--- src/shared/fsr_cfg.svh ---
`ifndef FSR_CFG_SVH
`define FSR_CFG_SVH
// register byte addresses, chosen for this block
`define FSR_ADDR_NV 12'h000
`define FSR_ADDR_VOL 12'h004
`define FSR_ADDR_CMD 12'h008
`define FSR_ADDR_OP 12'h00c
`define FSR_ADDR_CTRL 12'h010
// status register one bit positions
`define FSR_BIT_LOCK 7
`define FSR_BIT_PFAIL 6
`define FSR_BIT_EFAIL 5
`define FSR_BP_HI 4
`define FSR_BP_LO 2
`define FSR_BIT_WEL 1
`define FSR_BIT_BUSY 0
// nonvolatile bits that reach the volatile copy
`define FSR_NV_MASK 8'h9c
`define FSR_NV_RESET 8'h00
// ctrl register bits
`define FSR_CTRL_TB 0
`define FSR_CTRL_PLOCK 1
// command codes written to the command register
`define FSR_CMD_WREN 8'h01
`define FSR_CMD_WREN_VOL 8'h02
`define FSR_CMD_WRDIS 8'h03
`define FSR_CMD_CLRFAIL 8'h04
`define FSR_CMD_SOFTRST 8'h05
`define FSR_CMD_WRNV 8'h06
`define FSR_CMD_WRVOL 8'h07
`define FSR_CMD_PROG 8'h08
`define FSR_CMD_ERASE 8'h09
// operation completion timing
`define FSR_OP_TIME_NS 100
`define FSR_CLK_PERIOD_NS 5
`define FSR_AXI_OKAY 2'b00
`define FSR_AXI_SLVERR 2'b10
`endif

--- src/shared/fsr_pkg.sv ---
package fsr_pkg;
	typedef enum logic [1:0] {
		FSR_OP_NONE,
		FSR_OP_PROG,
		FSR_OP_ERASE,
		FSR_OP_REG
	} fsr_op_t;
	// result of an embedded operation, reported by the array engine
	typedef struct packed {
		logic done;
		logic fail;
	} fsr_done_t;
endpackage : fsr_pkg

--- src/fsr_status_one.sv ---
// Implementation choices: the AXI4-Lite interface to the registers and the register addresses.
`timescale 1ns/100ps
`default_nettype none
`include "fsr_cfg.svh"
// Summary of operation
// - with lock bit set and wp pin low, register-changing commands are ignored
// - wp pin high lets registers change whatever the lock bit says
// - program fail flag set on failed program, stays 0 after success
// - program into a protected region also sets program fail flag
// - program fail flag cleared only by clear-fail command or reset
// - erase fail flag set on failed erase or erase into protected sector
// - erase fail flag cleared only by clear-fail command or reset
// - no return to standby while either fail flag is set
// - protect size code 0 none, 1 one 64th, doubling, 7 whole array
// - program and erase inside the protected region are refused
// - top/bottom select bit places the protected region
// - permanent lock makes both protect size copies read only
// - program, erase, register write run only with write enable latch set
// - write enable and volatile write enable set the latch
// - write disable clears the latch
// - successful program, erase or register write clears the latch
// - latch is 0 after power-up, hardware or software reset
// - busy reads 1 during an embedded operation, 0 in standby
// - fail flags update while busy; after a failed or refused op busy stays set until clear-fail
// - reset copies nonvolatile bits to volatile; nonvolatile writes update both
module fsr_status_one import fsr_pkg::*; #(
	parameter int ADDR_W = 24,
	parameter int OP_CYCLES = (`FSR_OP_TIME_NS + `FSR_CLK_PERIOD_NS - 1) / `FSR_CLK_PERIOD_NS
) (
	input wire logic sys_clk,
	input wire logic nrst,
	input wire logic clk_en,
	input wire logic write_protect_n,
	input wire fsr_done_t array_result,
	output logic busy_flag,
	output logic [1:0] op_kind,
	input wire logic [11:0] s_axi_awaddr,
	input wire logic s_axi_awvalid,
	output logic s_axi_awready,
	input wire logic [31:0] s_axi_wdata,
	input wire logic [3:0] s_axi_wstrb,
	input wire logic s_axi_wvalid,
	output logic s_axi_wready,
	output logic [1:0] s_axi_bresp,
	output logic s_axi_bvalid,
	input wire logic s_axi_bready,
	input wire logic [11:0] s_axi_araddr,
	input wire logic s_axi_arvalid,
	output logic s_axi_arready,
	output logic [31:0] s_axi_rdata,
	output logic [1:0] s_axi_rresp,
	output logic s_axi_rvalid,
	input wire logic s_axi_rready
);
	initial begin
		if (ADDR_W < 8 || ADDR_W > 32 || OP_CYCLES < 1)
			$error("fsr_status_one: unsupported parameters");
	end

	// ----------------------------------------
	// state
	// ----------------------------------------
	logic [7:0] nv_r;
	logic [7:0] vol_r;
	logic [1:0] ctrl_r;
	logic [ADDR_W-1:0] op_addr_r;
	logic [7:0] pend_data_r;
	fsr_op_t op_r;
	logic [15:0] op_cnt_r;
	logic pend_nv_r;
	logic soft_rst_r;

	// ----------------------------------------
	// axi-lite write channel
	// ----------------------------------------
	logic [11:0] aw_addr_r;
	logic aw_have_r;
	logic [31:0] w_data_r;
	logic [3:0] w_strb_r;
	logic w_have_r;
	logic wr_go;
	logic wr_hit;

	// write ready only offered on an edge that really takes the item, so a frozen block loses no write
	assign s_axi_awready = !aw_have_r && !s_axi_bvalid && clk_en;
	assign s_axi_wready = !w_have_r && !s_axi_bvalid && clk_en;
	assign wr_go = aw_have_r && w_have_r && !s_axi_bvalid && clk_en;

	// address and data latch independently, in either order
	always_ff @(posedge sys_clk) begin
		if (!nrst) begin
			aw_have_r <= 1'b0;
			w_have_r <= 1'b0;
			aw_addr_r <= 12'h000;
			w_data_r <= 32'h0000_0000;
			w_strb_r <= 4'h0;
		end else if (clk_en) begin
			if (s_axi_awvalid && s_axi_awready) begin
				aw_have_r <= 1'b1;
				aw_addr_r <= s_axi_awaddr;
			end else if (wr_go) begin
				aw_have_r <= 1'b0;
			end
			if (s_axi_wvalid && s_axi_wready) begin
				w_have_r <= 1'b1;
				w_data_r <= s_axi_wdata;
				w_strb_r <= s_axi_wstrb;
			end else if (wr_go) begin
				w_have_r <= 1'b0;
			end
		end
	end

	// write response, slverr on unmapped address
	always_ff @(posedge sys_clk) begin
		if (!nrst) begin
			s_axi_bvalid <= 1'b0;
			s_axi_bresp <= `FSR_AXI_OKAY;
		end else if (clk_en) begin
			if (wr_go) begin
				s_axi_bvalid <= 1'b1;
				s_axi_bresp <= wr_hit ? `FSR_AXI_OKAY : `FSR_AXI_SLVERR;
			end else if (s_axi_bready) begin
				s_axi_bvalid <= 1'b0;
			end
		end
	end

	always_comb begin
		if (aw_addr_r == `FSR_ADDR_CMD)
			wr_hit = 1'b1;
		else if (aw_addr_r == `FSR_ADDR_OP)
			wr_hit = 1'b1;
		else if (aw_addr_r == `FSR_ADDR_CTRL)
			wr_hit = 1'b1;
		else if (aw_addr_r == `FSR_ADDR_NV || aw_addr_r == `FSR_ADDR_VOL)
			wr_hit = 1'b1;
		else
			wr_hit = 1'b0;
	end

	// ----------------------------------------
	// command decode
	// ----------------------------------------
	logic cmd_wr;
	logic op_wr;
	logic [7:0] cmd;
	logic reg_locked;
	logic busy;
	logic in_region;
	logic op_start;
	logic op_refuse;
	logic [ADDR_W-1:0] op_addr_in;
	logic [2:0] bp;

	assign cmd_wr = wr_go && aw_addr_r == `FSR_ADDR_CMD && w_strb_r[0];
	assign op_wr = wr_go && aw_addr_r == `FSR_ADDR_OP;
	assign cmd = w_data_r[7:0];
	assign op_addr_in = w_data_r[ADDR_W-1:0];
	assign bp = vol_r[`FSR_BP_HI:`FSR_BP_LO];
	// wp high always unlocks; lock bit only bites with wp low
	assign reg_locked = vol_r[`FSR_BIT_LOCK] && !write_protect_n;
	assign busy = vol_r[`FSR_BIT_BUSY];

	// protected region: size doubles per code, 7 covers all; placed top or bottom
	always_comb begin
		logic [ADDR_W-1:0] span;
		logic [ADDR_W:0] full;
		span = '0;
		full = '0;
		full[ADDR_W] = 1'b1;
		if (bp == 3'h7)
			span = '1;
		else if (bp != 3'h0)
			span = ADDR_W'(full >> (7 - 32'(bp)));
		if (bp == 3'h0)
			in_region = 1'b0;
		else if (bp == 3'h7)
			in_region = 1'b1;
		else if (ctrl_r[`FSR_CTRL_TB])
			in_region = op_addr_in < span;
		else
			in_region = op_addr_in >= ADDR_W'(~span + 1'b1);
	end

	// a program or erase only launches when idle and enabled
	assign op_start = op_wr && !busy && vol_r[`FSR_BIT_WEL] && w_data_r[31] == 1'b0;
	assign op_refuse = op_start && in_region;
	assign busy_flag = busy;
	assign op_kind = op_r;

	// ----------------------------------------
	// operation sequencer and status bits
	// ----------------------------------------
	logic op_done;
	logic [7:0] nv_wval;
	logic bp_frozen;

	assign op_done = op_r != FSR_OP_NONE && (op_r == FSR_OP_REG ? op_cnt_r == 16'h0001 : array_result.done);
	assign bp_frozen = ctrl_r[`FSR_CTRL_PLOCK];
	// keep protect bits when permanently locked
	// value byte sits above the command code, as for the volatile write
	assign nv_wval = bp_frozen ? {w_data_r[15:13], nv_r[`FSR_BP_HI:`FSR_BP_LO], w_data_r[9:8]}
		: w_data_r[15:8];

	always_ff @(posedge sys_clk) begin
		if (!nrst) begin
			ctrl_r <= 2'b00;
		end else if (clk_en && wr_go && aw_addr_r == `FSR_ADDR_CTRL && !reg_locked) begin
			ctrl_r <= w_data_r[1:0];
		end
	end

	always_ff @(posedge sys_clk) begin
		if (!nrst) begin
			nv_r <= `FSR_NV_RESET;
		end else if (clk_en && op_done && op_r == FSR_OP_REG && pend_nv_r) begin
			nv_r <= pend_data_r & `FSR_NV_MASK;
		end
	end

	// volatile copy: wel, busy, fail flags and loaded nonvolatile fields
	always_ff @(posedge sys_clk) begin
		if (!nrst || (soft_rst_r && clk_en)) begin
			// reset loads nonvolatile image, wel and flags cleared
			vol_r <= nrst ? (nv_r & `FSR_NV_MASK) : `FSR_NV_RESET;
			op_r <= FSR_OP_NONE;
			op_cnt_r <= 16'h0000;
			op_addr_r <= '0;
			pend_data_r <= 8'h00;
			pend_nv_r <= 1'b0;
		end else if (clk_en) begin
			if (op_r == FSR_OP_REG && op_cnt_r != 16'h0000)
				op_cnt_r <= op_cnt_r - 16'h0001;
			if (op_done) begin
				op_r <= FSR_OP_NONE;
				if (op_r == FSR_OP_PROG)
					vol_r[`FSR_BIT_PFAIL] <= array_result.fail;
				if (op_r == FSR_OP_ERASE)
					vol_r[`FSR_BIT_EFAIL] <= array_result.fail;
				if (op_r == FSR_OP_REG) begin
					// register write lands in the volatile copy, and in nv_r too only for a nonvolatile write; fail flags stay read-only
					vol_r[`FSR_BIT_LOCK] <= pend_data_r[`FSR_BIT_LOCK];
					if (!bp_frozen)
						vol_r[`FSR_BP_HI:`FSR_BP_LO] <= pend_data_r[`FSR_BP_HI:`FSR_BP_LO];
				end
				if (!(op_r != FSR_OP_REG && array_result.fail)) begin
					vol_r[`FSR_BIT_WEL] <= 1'b0;
					vol_r[`FSR_BIT_BUSY] <= 1'b0;
				end
			end else if (op_refuse) begin
				// refused in-region op: flag set, device stays busy until cleared
				if (w_data_r[30])
					vol_r[`FSR_BIT_EFAIL] <= 1'b1;
				else
					vol_r[`FSR_BIT_PFAIL] <= 1'b1;
				vol_r[`FSR_BIT_BUSY] <= 1'b1;
			end else if (op_start) begin
				op_r <= w_data_r[30] ? FSR_OP_ERASE : FSR_OP_PROG;
				op_addr_r <= op_addr_in;
				vol_r[`FSR_BIT_BUSY] <= 1'b1;
			end else if (cmd_wr) begin
				if (cmd == `FSR_CMD_CLRFAIL && op_r == FSR_OP_NONE) begin
					// standby only once flags are clear
					vol_r[`FSR_BIT_PFAIL] <= 1'b0;
					vol_r[`FSR_BIT_EFAIL] <= 1'b0;
					vol_r[`FSR_BIT_BUSY] <= 1'b0;
				end else if (busy) begin
					vol_r <= vol_r;
				end else if (cmd == `FSR_CMD_WREN || cmd == `FSR_CMD_WREN_VOL) begin
					vol_r[`FSR_BIT_WEL] <= 1'b1;
				end else if (cmd == `FSR_CMD_WRDIS) begin
					vol_r[`FSR_BIT_WEL] <= 1'b0;
				end else if ((cmd == `FSR_CMD_WRNV || cmd == `FSR_CMD_WRVOL) && vol_r[`FSR_BIT_WEL]
					&& !reg_locked) begin
					op_r <= FSR_OP_REG;
					op_cnt_r <= 16'(OP_CYCLES);
					pend_nv_r <= cmd == `FSR_CMD_WRNV;
					pend_data_r <= cmd == `FSR_CMD_WRNV ? nv_wval
						: (bp_frozen ? {w_data_r[15:13], vol_r[`FSR_BP_HI:`FSR_BP_LO], 2'b00}
						: {w_data_r[15:10], 2'b00});
					vol_r[`FSR_BIT_BUSY] <= 1'b1;
				end
			end
		end
	end

	// software reset reloads volatile copy one cycle after the command
	always_ff @(posedge sys_clk) begin
		if (!nrst)
			soft_rst_r <= 1'b0;
		else if (clk_en)
			soft_rst_r <= cmd_wr && cmd == `FSR_CMD_SOFTRST && !busy;
	end

	// ----------------------------------------
	// axi-lite read channel
	// ----------------------------------------
	logic [31:0] rd_val;

	always_comb begin
		if (s_axi_araddr == `FSR_ADDR_NV)
			rd_val = {24'h000000, nv_r};
		else if (s_axi_araddr == `FSR_ADDR_VOL)
			rd_val = {24'h000000, vol_r};
		else if (s_axi_araddr == `FSR_ADDR_CTRL)
			rd_val = {30'h0, ctrl_r};
		else if (s_axi_araddr == `FSR_ADDR_OP)
			rd_val = 32'(op_addr_r);
		else
			rd_val = 32'h0000_0000;
	end

	assign s_axi_arready = !s_axi_rvalid;

	always_ff @(posedge sys_clk) begin
		if (!nrst) begin
			s_axi_rvalid <= 1'b0;
			s_axi_rdata <= 32'h0000_0000;
			s_axi_rresp <= `FSR_AXI_OKAY;
		end else if (clk_en) begin
			if (s_axi_arvalid && s_axi_arready) begin
				s_axi_rvalid <= 1'b1;
				s_axi_rdata <= rd_val;
				s_axi_rresp <= (s_axi_araddr == `FSR_ADDR_CMD || s_axi_araddr > `FSR_ADDR_CTRL
					|| s_axi_araddr[1:0] != 2'b00) ? `FSR_AXI_SLVERR : `FSR_AXI_OKAY;
			end else if (s_axi_rready) begin
				s_axi_rvalid <= 1'b0;
			end
		end
	end
endmodule : fsr_status_one
`default_nettype wire
--- config.mk ---
export PLATFORM = sky130hd
export DESIGN_NAME = fsr_status_one
export DESIGN_NICKNAME = d
export VERILOG_FILES = /design/src/shared/fsr_pkg.sv /design/src/fsr_status_one.sv
export VERILOG_INCLUDE_DIRS = /design/src /design/src/shared
export SDC_FILE = /design/constraint.sdc
export NUM_CORES = 1
export LEC_CHECK = 0
export BUFFER_PORTS_ARGS = -buffer_cell sky130_fd_sc_hd__buf_2
export CORE_AREA = 2 2 132 134
export CTS_CLUSTER_DIAMETER = 200
export CTS_CLUSTER_SIZE = 8
export DETAILED_ROUTE_END_ITERATION = 8
export DIE_AREA = 0 0 134 136
export PLACE_DENSITY_LB_ADDON = 0.12
export SLEW_MARGIN = 5
export SYNTH_ARGS = -nofsm -noshare
export SYNTH_HDL_FRONTEND = slang
export SYNTH_SLANG_ARGS = --single-unit
--- constraint.sdc ---
create_clock -name sys_clk -period 10 [get_ports sys_clk]
set_input_delay 0.5 -clock sys_clk [delete_from_list [all_inputs] [get_ports sys_clk]]
set_output_delay 0.5 -clock sys_clk [all_outputs]
set_load 0.005 [all_outputs]
==> summary.txt, run 1 <==
STA
  • Max Slew Vio Count: 0
  • Final clock period utilization by the worst path: 0.408
  • Final setup TNS: 0 ns
  • Actual slew at the worst max-slew pin: 1.07 ns
  • # setup viols final: 0
  • Final Hold Fails: 0
  • Hold slack: 0.321 ns
  • Worst Skew: 0.00618 ns
  • Crit path time final: 4.08 ns
  • RSZ-0062 raised after global routing: no
  • Relative slew margins: 0.283
  • Max Freq: 245 MHz

Setup path
  • Critical Path AT: 4.18 ns
  • Crit-path max FO: 21
  • Crit path kind: reg -> reg
  • Worst EP required: 10.10 ns
  • Setup crit start kind: flop
  • Crit end category: flop

Detailed routing
  • Via count: 5617
  • Initial DRC Count: 253
  • Post-route DRC: 0
  • Vias per inst: 5.16
  • TritonRoute pass-1 iters: 5
  • Routed length per instance: 15.5 um
  • Routed Antenna Nets: 0
  • Total wire length: 16900 um

Global routing
  • Met3 usage: 0.0459
  • Total grt overflow: 0
  • Met2 GRT Util: 0.340
  • Busiest grt layer: met2
  • First-pass GRT wire length: 27700 um
  • Vias in the first global route: 5639
  • Initial antenna violation count: 0
  • Maximum number of pins on one net before global-route repair: 86
  • Tot GR Track Use: 0.193
  • Global routing usage on met1: 0.225

Clock tree
  • Post-CTS setup buffer count: 0
  • CTS buffer count: 17
  • CTS tree: done
  • H-tree levels: 4
  • CTS resizes: 0
  • CTS sink cnt: 131
  • Post-CTS Hold Buffers: 0
  • Root Buffer: clkbuf_16
  • Clk_lat worst skew: 0.42 ns
  • Clk slew on worst S/H paths: 0.06 ns
  • Bufs on Longest Clock Path: 2

Logic synthesis
  • Post-synthesis cell area: 6590 um^2
  • Post-synthesis sequential area ratio: 0.410
  • Post-Synthesis Cells: 776
  • Synth Register Bits: 131
  • Post-synth top cells: nand2_1, dfxtp_1, nor2_1
  • Most numerous cell in the Yosys netlist: nand2_1
  • Synth top area cells: dfxtp_1, nand2_1, ha_1
  • Syn. warnings: 0
  • Share of the synthesized area in the top cell type: 0.374
  • Asr flop ratio synth: 0
  • Number of synthesized flops with an enable pin: 8
  • Main synth FF type: dfxtp_1
  • Yosys top cell by area: dfxtp_1
  • Post-synth cell types: 61
  • Syn_area_per_cell: 8.49 um^2

Die
  • Initial core utilization: 0.390
  • DIE AREA: 18200 um^2
  • IO Count: 115
  • Placeable Area: 16900 um^2
  • Standard-cell rows: 48
  • DIE HEIGHT: 136 um
  • Die Width: 134 um

Final layout
  • Reg area: 2700 um^2
  • Area of the multi-input gates: 3620 um^2
  • Ant. Diodes: 0
  • Post-Route Utilization: 0.460
  • Fillcell total: 1692
  • Nets: 953
  • Proportion of layout cells with a drive suffix above 1: 0.159
  • P&R area growth vs syn: 17.8%

Placement
  • Port bufs: 95
  • GPL Wtd Cong: 0.820
  • DPL Wire Length: 12100 um

Hold path
  • HP Class: in -> reg

Power and ir drop
  • Worst VDD drop: 0.000127 V
  • PwrDens: 166 nW/um^2
  • Total chip power: 0.00129 W
  • Pleak: 3.07 nW

Run
  • MaxCap Viol Count: 0

Run status
  • Status: complete, no violations
cell usage in the layout, fill, tap and decap left out, types with 6 or more instances in the layout:
cell	instances
edfxtp_1	8
nor2b_1	27
dfxtp_1	123
a21oi_1	30
nand2_1	177
inv_1	14
conb_1	10
clkbuf_16	18
nand4_1	8
a21boi_0	41
nor3_1	13
o21ai_0	20
nor4_1	10
xnor2_1	14
nand3_1	20
nor2_1	46
buf_2	95
o211a_1	6
and2_1	7
mux2i_1	33
ha_1	32
a22oi_1	22
through the flow:
stage | cells | setup WS, ns | cell area, um^2
after floorplan | 785 | 6.62 | 6620
after global placement | 1056 | 6.02 | 7150
after detailed placement | 1056 | 5.90 | 7150
after CTS | 1088 | 5.88 | 7760
after global routing | 1088 | 5.59 | 7760
final | 1088 | 5.92 | 7760
final timing paths:
check	start	to	slack (ns)	depth (start not counted)
min	s_axi_wdata[23]	w_data_r[23]	0.32	3
min reg2reg	pend_nv_r	pend_nv_r	0.45	2
max	vol_r[3]	vol_r[6]	5.92	9
max reg2reg	vol_r[3]	vol_r[6]	5.92	9
where the power goes:
group	switching [W]	internal [W]
combinational	0.0000536	0.0000389
sequential	0.0000159	0.000540
clock	0.000227	0.000413
cell families (layout without fill, tap and decap cells):
kind of cell / count (synthesis) / count (layout) / synth area share
muxes: 33 / 33 / 0.0502
xor gates and xnor gates: 19 / 19 / 0.0253
AOI/OAI and AO/OA: 148 / 148 / 0.157
adders and majority gates: 32 / 32 / 0.0608
buffers and inverters: 66 / 144 / 0.0465
DFF: 131 / 131 / 0.410
other: 1 / 10 / 0.000569
and+or+nand+nor: 346 / 346 / 0.249
cell type report:
type / count / share of cell area
clock inverters: 8 / 0.0158
clock buffers: 24 / 0.0623
inverters: 14 / 0.00677
well taps: 225 / 0.0363
multi-input cells: 588 / 0.466
repair buffers: 98 / 0.0642
flip-flops and latches: 131 / 0.348
registers in the layout, summed over array words and instances, names as in the netlist, 4 cells and up:
name	flops
w_data_r	26
op_addr_r	24
s_axi_rdata	24
op_cnt_r	16
aw_addr_r	12
vol_r	8
nv_r	4
pend_data_r	4
routing by layer:
| metal | up-vias | share of wire |
|---|---|---|
| met5 | - | 0 |
| met4 | 0 | 0.022 |
| met3 | 30 | 0.040 |
| met2 | 116 | 0.50 |
| met1 | 2634 | 0.44 |
| li1 | 2837 | - |
critical path, stage by stage, from the launching register on:
cell and delay [ns]:
edfxtp_1 0.63, nand3_1 0.72, ha_1 0.58, a21o_1 0.17, a211oi_1 0.23, o221ai_1 0.15, a311o_1 0.39, o2bb2ai_2 0.43
nor3_1 0.15, a311oi_1 0.31
Power figures use the tool's default switching activity.
==> run 2: changes to the inputs <==
==> constraint.sdc (replaced) <==
create_clock -name sys_clk -period 3.9 [get_ports sys_clk]
set_input_delay 0.195 -clock sys_clk [delete_from_list [all_inputs] [get_ports sys_clk]]
set_output_delay 0.195 -clock sys_clk [all_outputs]
set_load 0.005 [all_outputs]
==> summary.txt, run 2 (same netlist as run 1, synthesis figures left out) <==
Setup path
  • Crit end category: flop
  • Reg-to-Reg End: vol_r[6]
  • Critical Path AT: 3.67 ns
  • Worst R2R Path Depth: 9
  • Crit path kind: reg -> reg
  • Worst EP required: 4.01 ns
  • Crit-path max FO: 12
  • R2r setup slk: 0.34 ns
  • RR Startpoint: vol_r[2]
  • Setup crit start kind: flop

Global routing
  • First-pass GRT wire length: 27200 um
  • Tot GR Track Use: 0.190
  • Maximum number of pins on one net before global-route repair: 58
  • Vias in the first global route: 5538
  • Initial antenna violation count: 0
  • Total grt overflow: 0

Clock tree
  • CTS sink cnt: 131
  • CTS resizes: 0
  • CTS buffer count: 17
  • Root Buffer: clkbuf_16
  • CTS tree: done
  • Clk_lat worst skew: 0.42 ns
  • Bufs on Longest Clock Path: 2
  • Clk slew on worst S/H paths: 0.06 ns
  • Post-CTS setup buffer count: 0
  • Post-CTS Hold Buffers: 0
  • H-tree levels: 4

Final layout
  • Top Registers: w_data_r: 26 flops, op_addr_r: 24 flops, s_axi_rdata: 24 flops
  • Post-Route Utilization: 0.459
  • Ant. Diodes: 0
  • Layout Cells excl Fill: 1090
  • Commonest cells after routing, fill and taps aside: nand2_1, dfxtp_1, buf_2, nor2_1, a21boi_0
  • Nets: 955
  • Fillcell total: 1689
  • P&R area growth vs syn: 17.6%
  • Commonest non-fill, non-tap cell in the layout: nand2_1
  • Max reg flops: 26
  • Reg with most FFs: w_data_r
  • Proportion of layout cells with a drive suffix above 1: 0.163

Die
  • Die Width: 134 um
  • Initial core utilization: 0.390
  • DIE HEIGHT: 136 um
  • Standard-cell rows: 48
  • IO Count: 115
  • Placeable Area: 16900 um^2
  • DIE AREA: 18200 um^2

Power and ir drop
  • PwrDens: 411 nW/um^2
  • Pleak: 3.07 nW
  • Worst VDD drop: 0.000283 V

STA
  • Actual slew at the worst max-slew pin: 0.950 ns
  • Relative slew margins: 0.366
  • Worst Skew: 0.00815 ns
  • Final Hold Fails: 0
  • Crit path time final: 3.56 ns
  • Final setup TNS: 0 ns
  • Max Freq: 281 MHz
  • # setup viols final: 0
  • RSZ-0062 raised after global routing: no
  • Final worst slack: 0.344 ns
  • Max Slew Vio Count: 0
  • Final clock period utilization by the worst path: 0.912

Detailed routing
  • Initial DRC Count: 199
  • TritonRoute pass-1 iters: 4
  • Routed Antenna Nets: 0
  • Post-route DRC: 0
  • Via count: 5639
  • Routed length per instance: 15.2 um
  • Vias per inst: 5.17
  • Total wire length: 16600 um

Hold path
  • HP Class: in -> reg
  • Worst hold stages: 3
  • Hold path start: s_axi_wdata[8]
  • Min-Delay Endpoint: w_data_r[8]

Placement
  • Pre-CTS WS: 0.385 ns
  • GPL Wtd Cong: 0.806
  • Port bufs: 95
  • DPL Wire Length: 12300 um
  • Placed insts: 1058

Run status
  • Status: complete, no violations

Run
  • MaxCap Viol Count: 0
-- run 2: cell types whose count changed in the layout (fill, tap and decap cells not counted) --
| cell | previous run | this run |
|---|---|---|
| buf_12 | 0 | 1 |
| buf_4 | 3 | 4 |
| bufinv_16 | 3 | 1 |
| clkbuf_1 | 5 | 3 |
| clkbuf_8 | 1 | 2 |
| clkinv_2 | 3 | 6 |
| clkinv_4 | 1 | 0 |
| clkinvlp_4 | 0 | 1 |
-- run 2: cell type report --
class	count	area, um^2	area share
Multi-Input combinational cell	588	3620	0.467
Timing Repair Buffer	100	526	0.0679
Inverter	14	52.6	0.00679
Clock inverter	9	76.3	0.00985
Clock buffer	23	489	0.0632
Tap cell	225	282	0.0363
Sequential cell	131	2700	0.349
-- run 2: per-stage QoR --
stage          hold WS [ns]  power (W)  instance area (um^2)
2_1_floorplan         0.340    0.00160                  6620
4_1_cts             0.00594    0.00322                  7740
3_3_place_gp          0.441    0.00168                  7180
6_report             0.0188    0.00318                  7740
5_1_grt              0.0224    0.00331                  7740
3_5_place_dp          0.446    0.00169                  7180
-- run 2: how the worst max path moves through the flow --
stage              from            end  slack (ns)  cells past startpoint
4_1_cts        vol_r[2]       vol_r[6]        0.38                      9
3_5_place_dp   vol_r[2]       vol_r[6]        0.38                      9
5_1_grt        vol_r[2]       vol_r[6]        0.05                      9
2_1_floorplan  vol_r[4]  op_addr_r[10]        0.52                     12
6_report       vol_r[2]       vol_r[6]        0.34                      9
3_3_place_gp   vol_r[2]       vol_r[6]        0.54                     11
-- run 2: metal layers --
layer,vias up,GRT usage,part of all wire
met1,2640,0.221,0.44
met5,-,0,0
li1,2849,-,-
met2,118,0.331,0.49
met3,32,0.0455,0.041
met4,0,0.0881,0.031
-- run 2: power by group --
part           total, W  internal (W)  switching (W)
sequential      0.00142       0.00138      0.0000404
combinational  0.000237     0.0000996       0.000137
clock           0.00152      0.000942       0.000577
total           0.00318       0.00243       0.000755
-- run 2: critical path, stage by stage, from the launching register on --
cell and delay, ns:
edfxtp_1 0.60, nand3_1 0.37, ha_1 0.40, a21o_1 0.16, a211oi_1 0.27, o221ai_1 0.18
a311o_1 0.39, o2bb2ai_2 0.42, nor3_1 0.14, a311oi_1 0.30
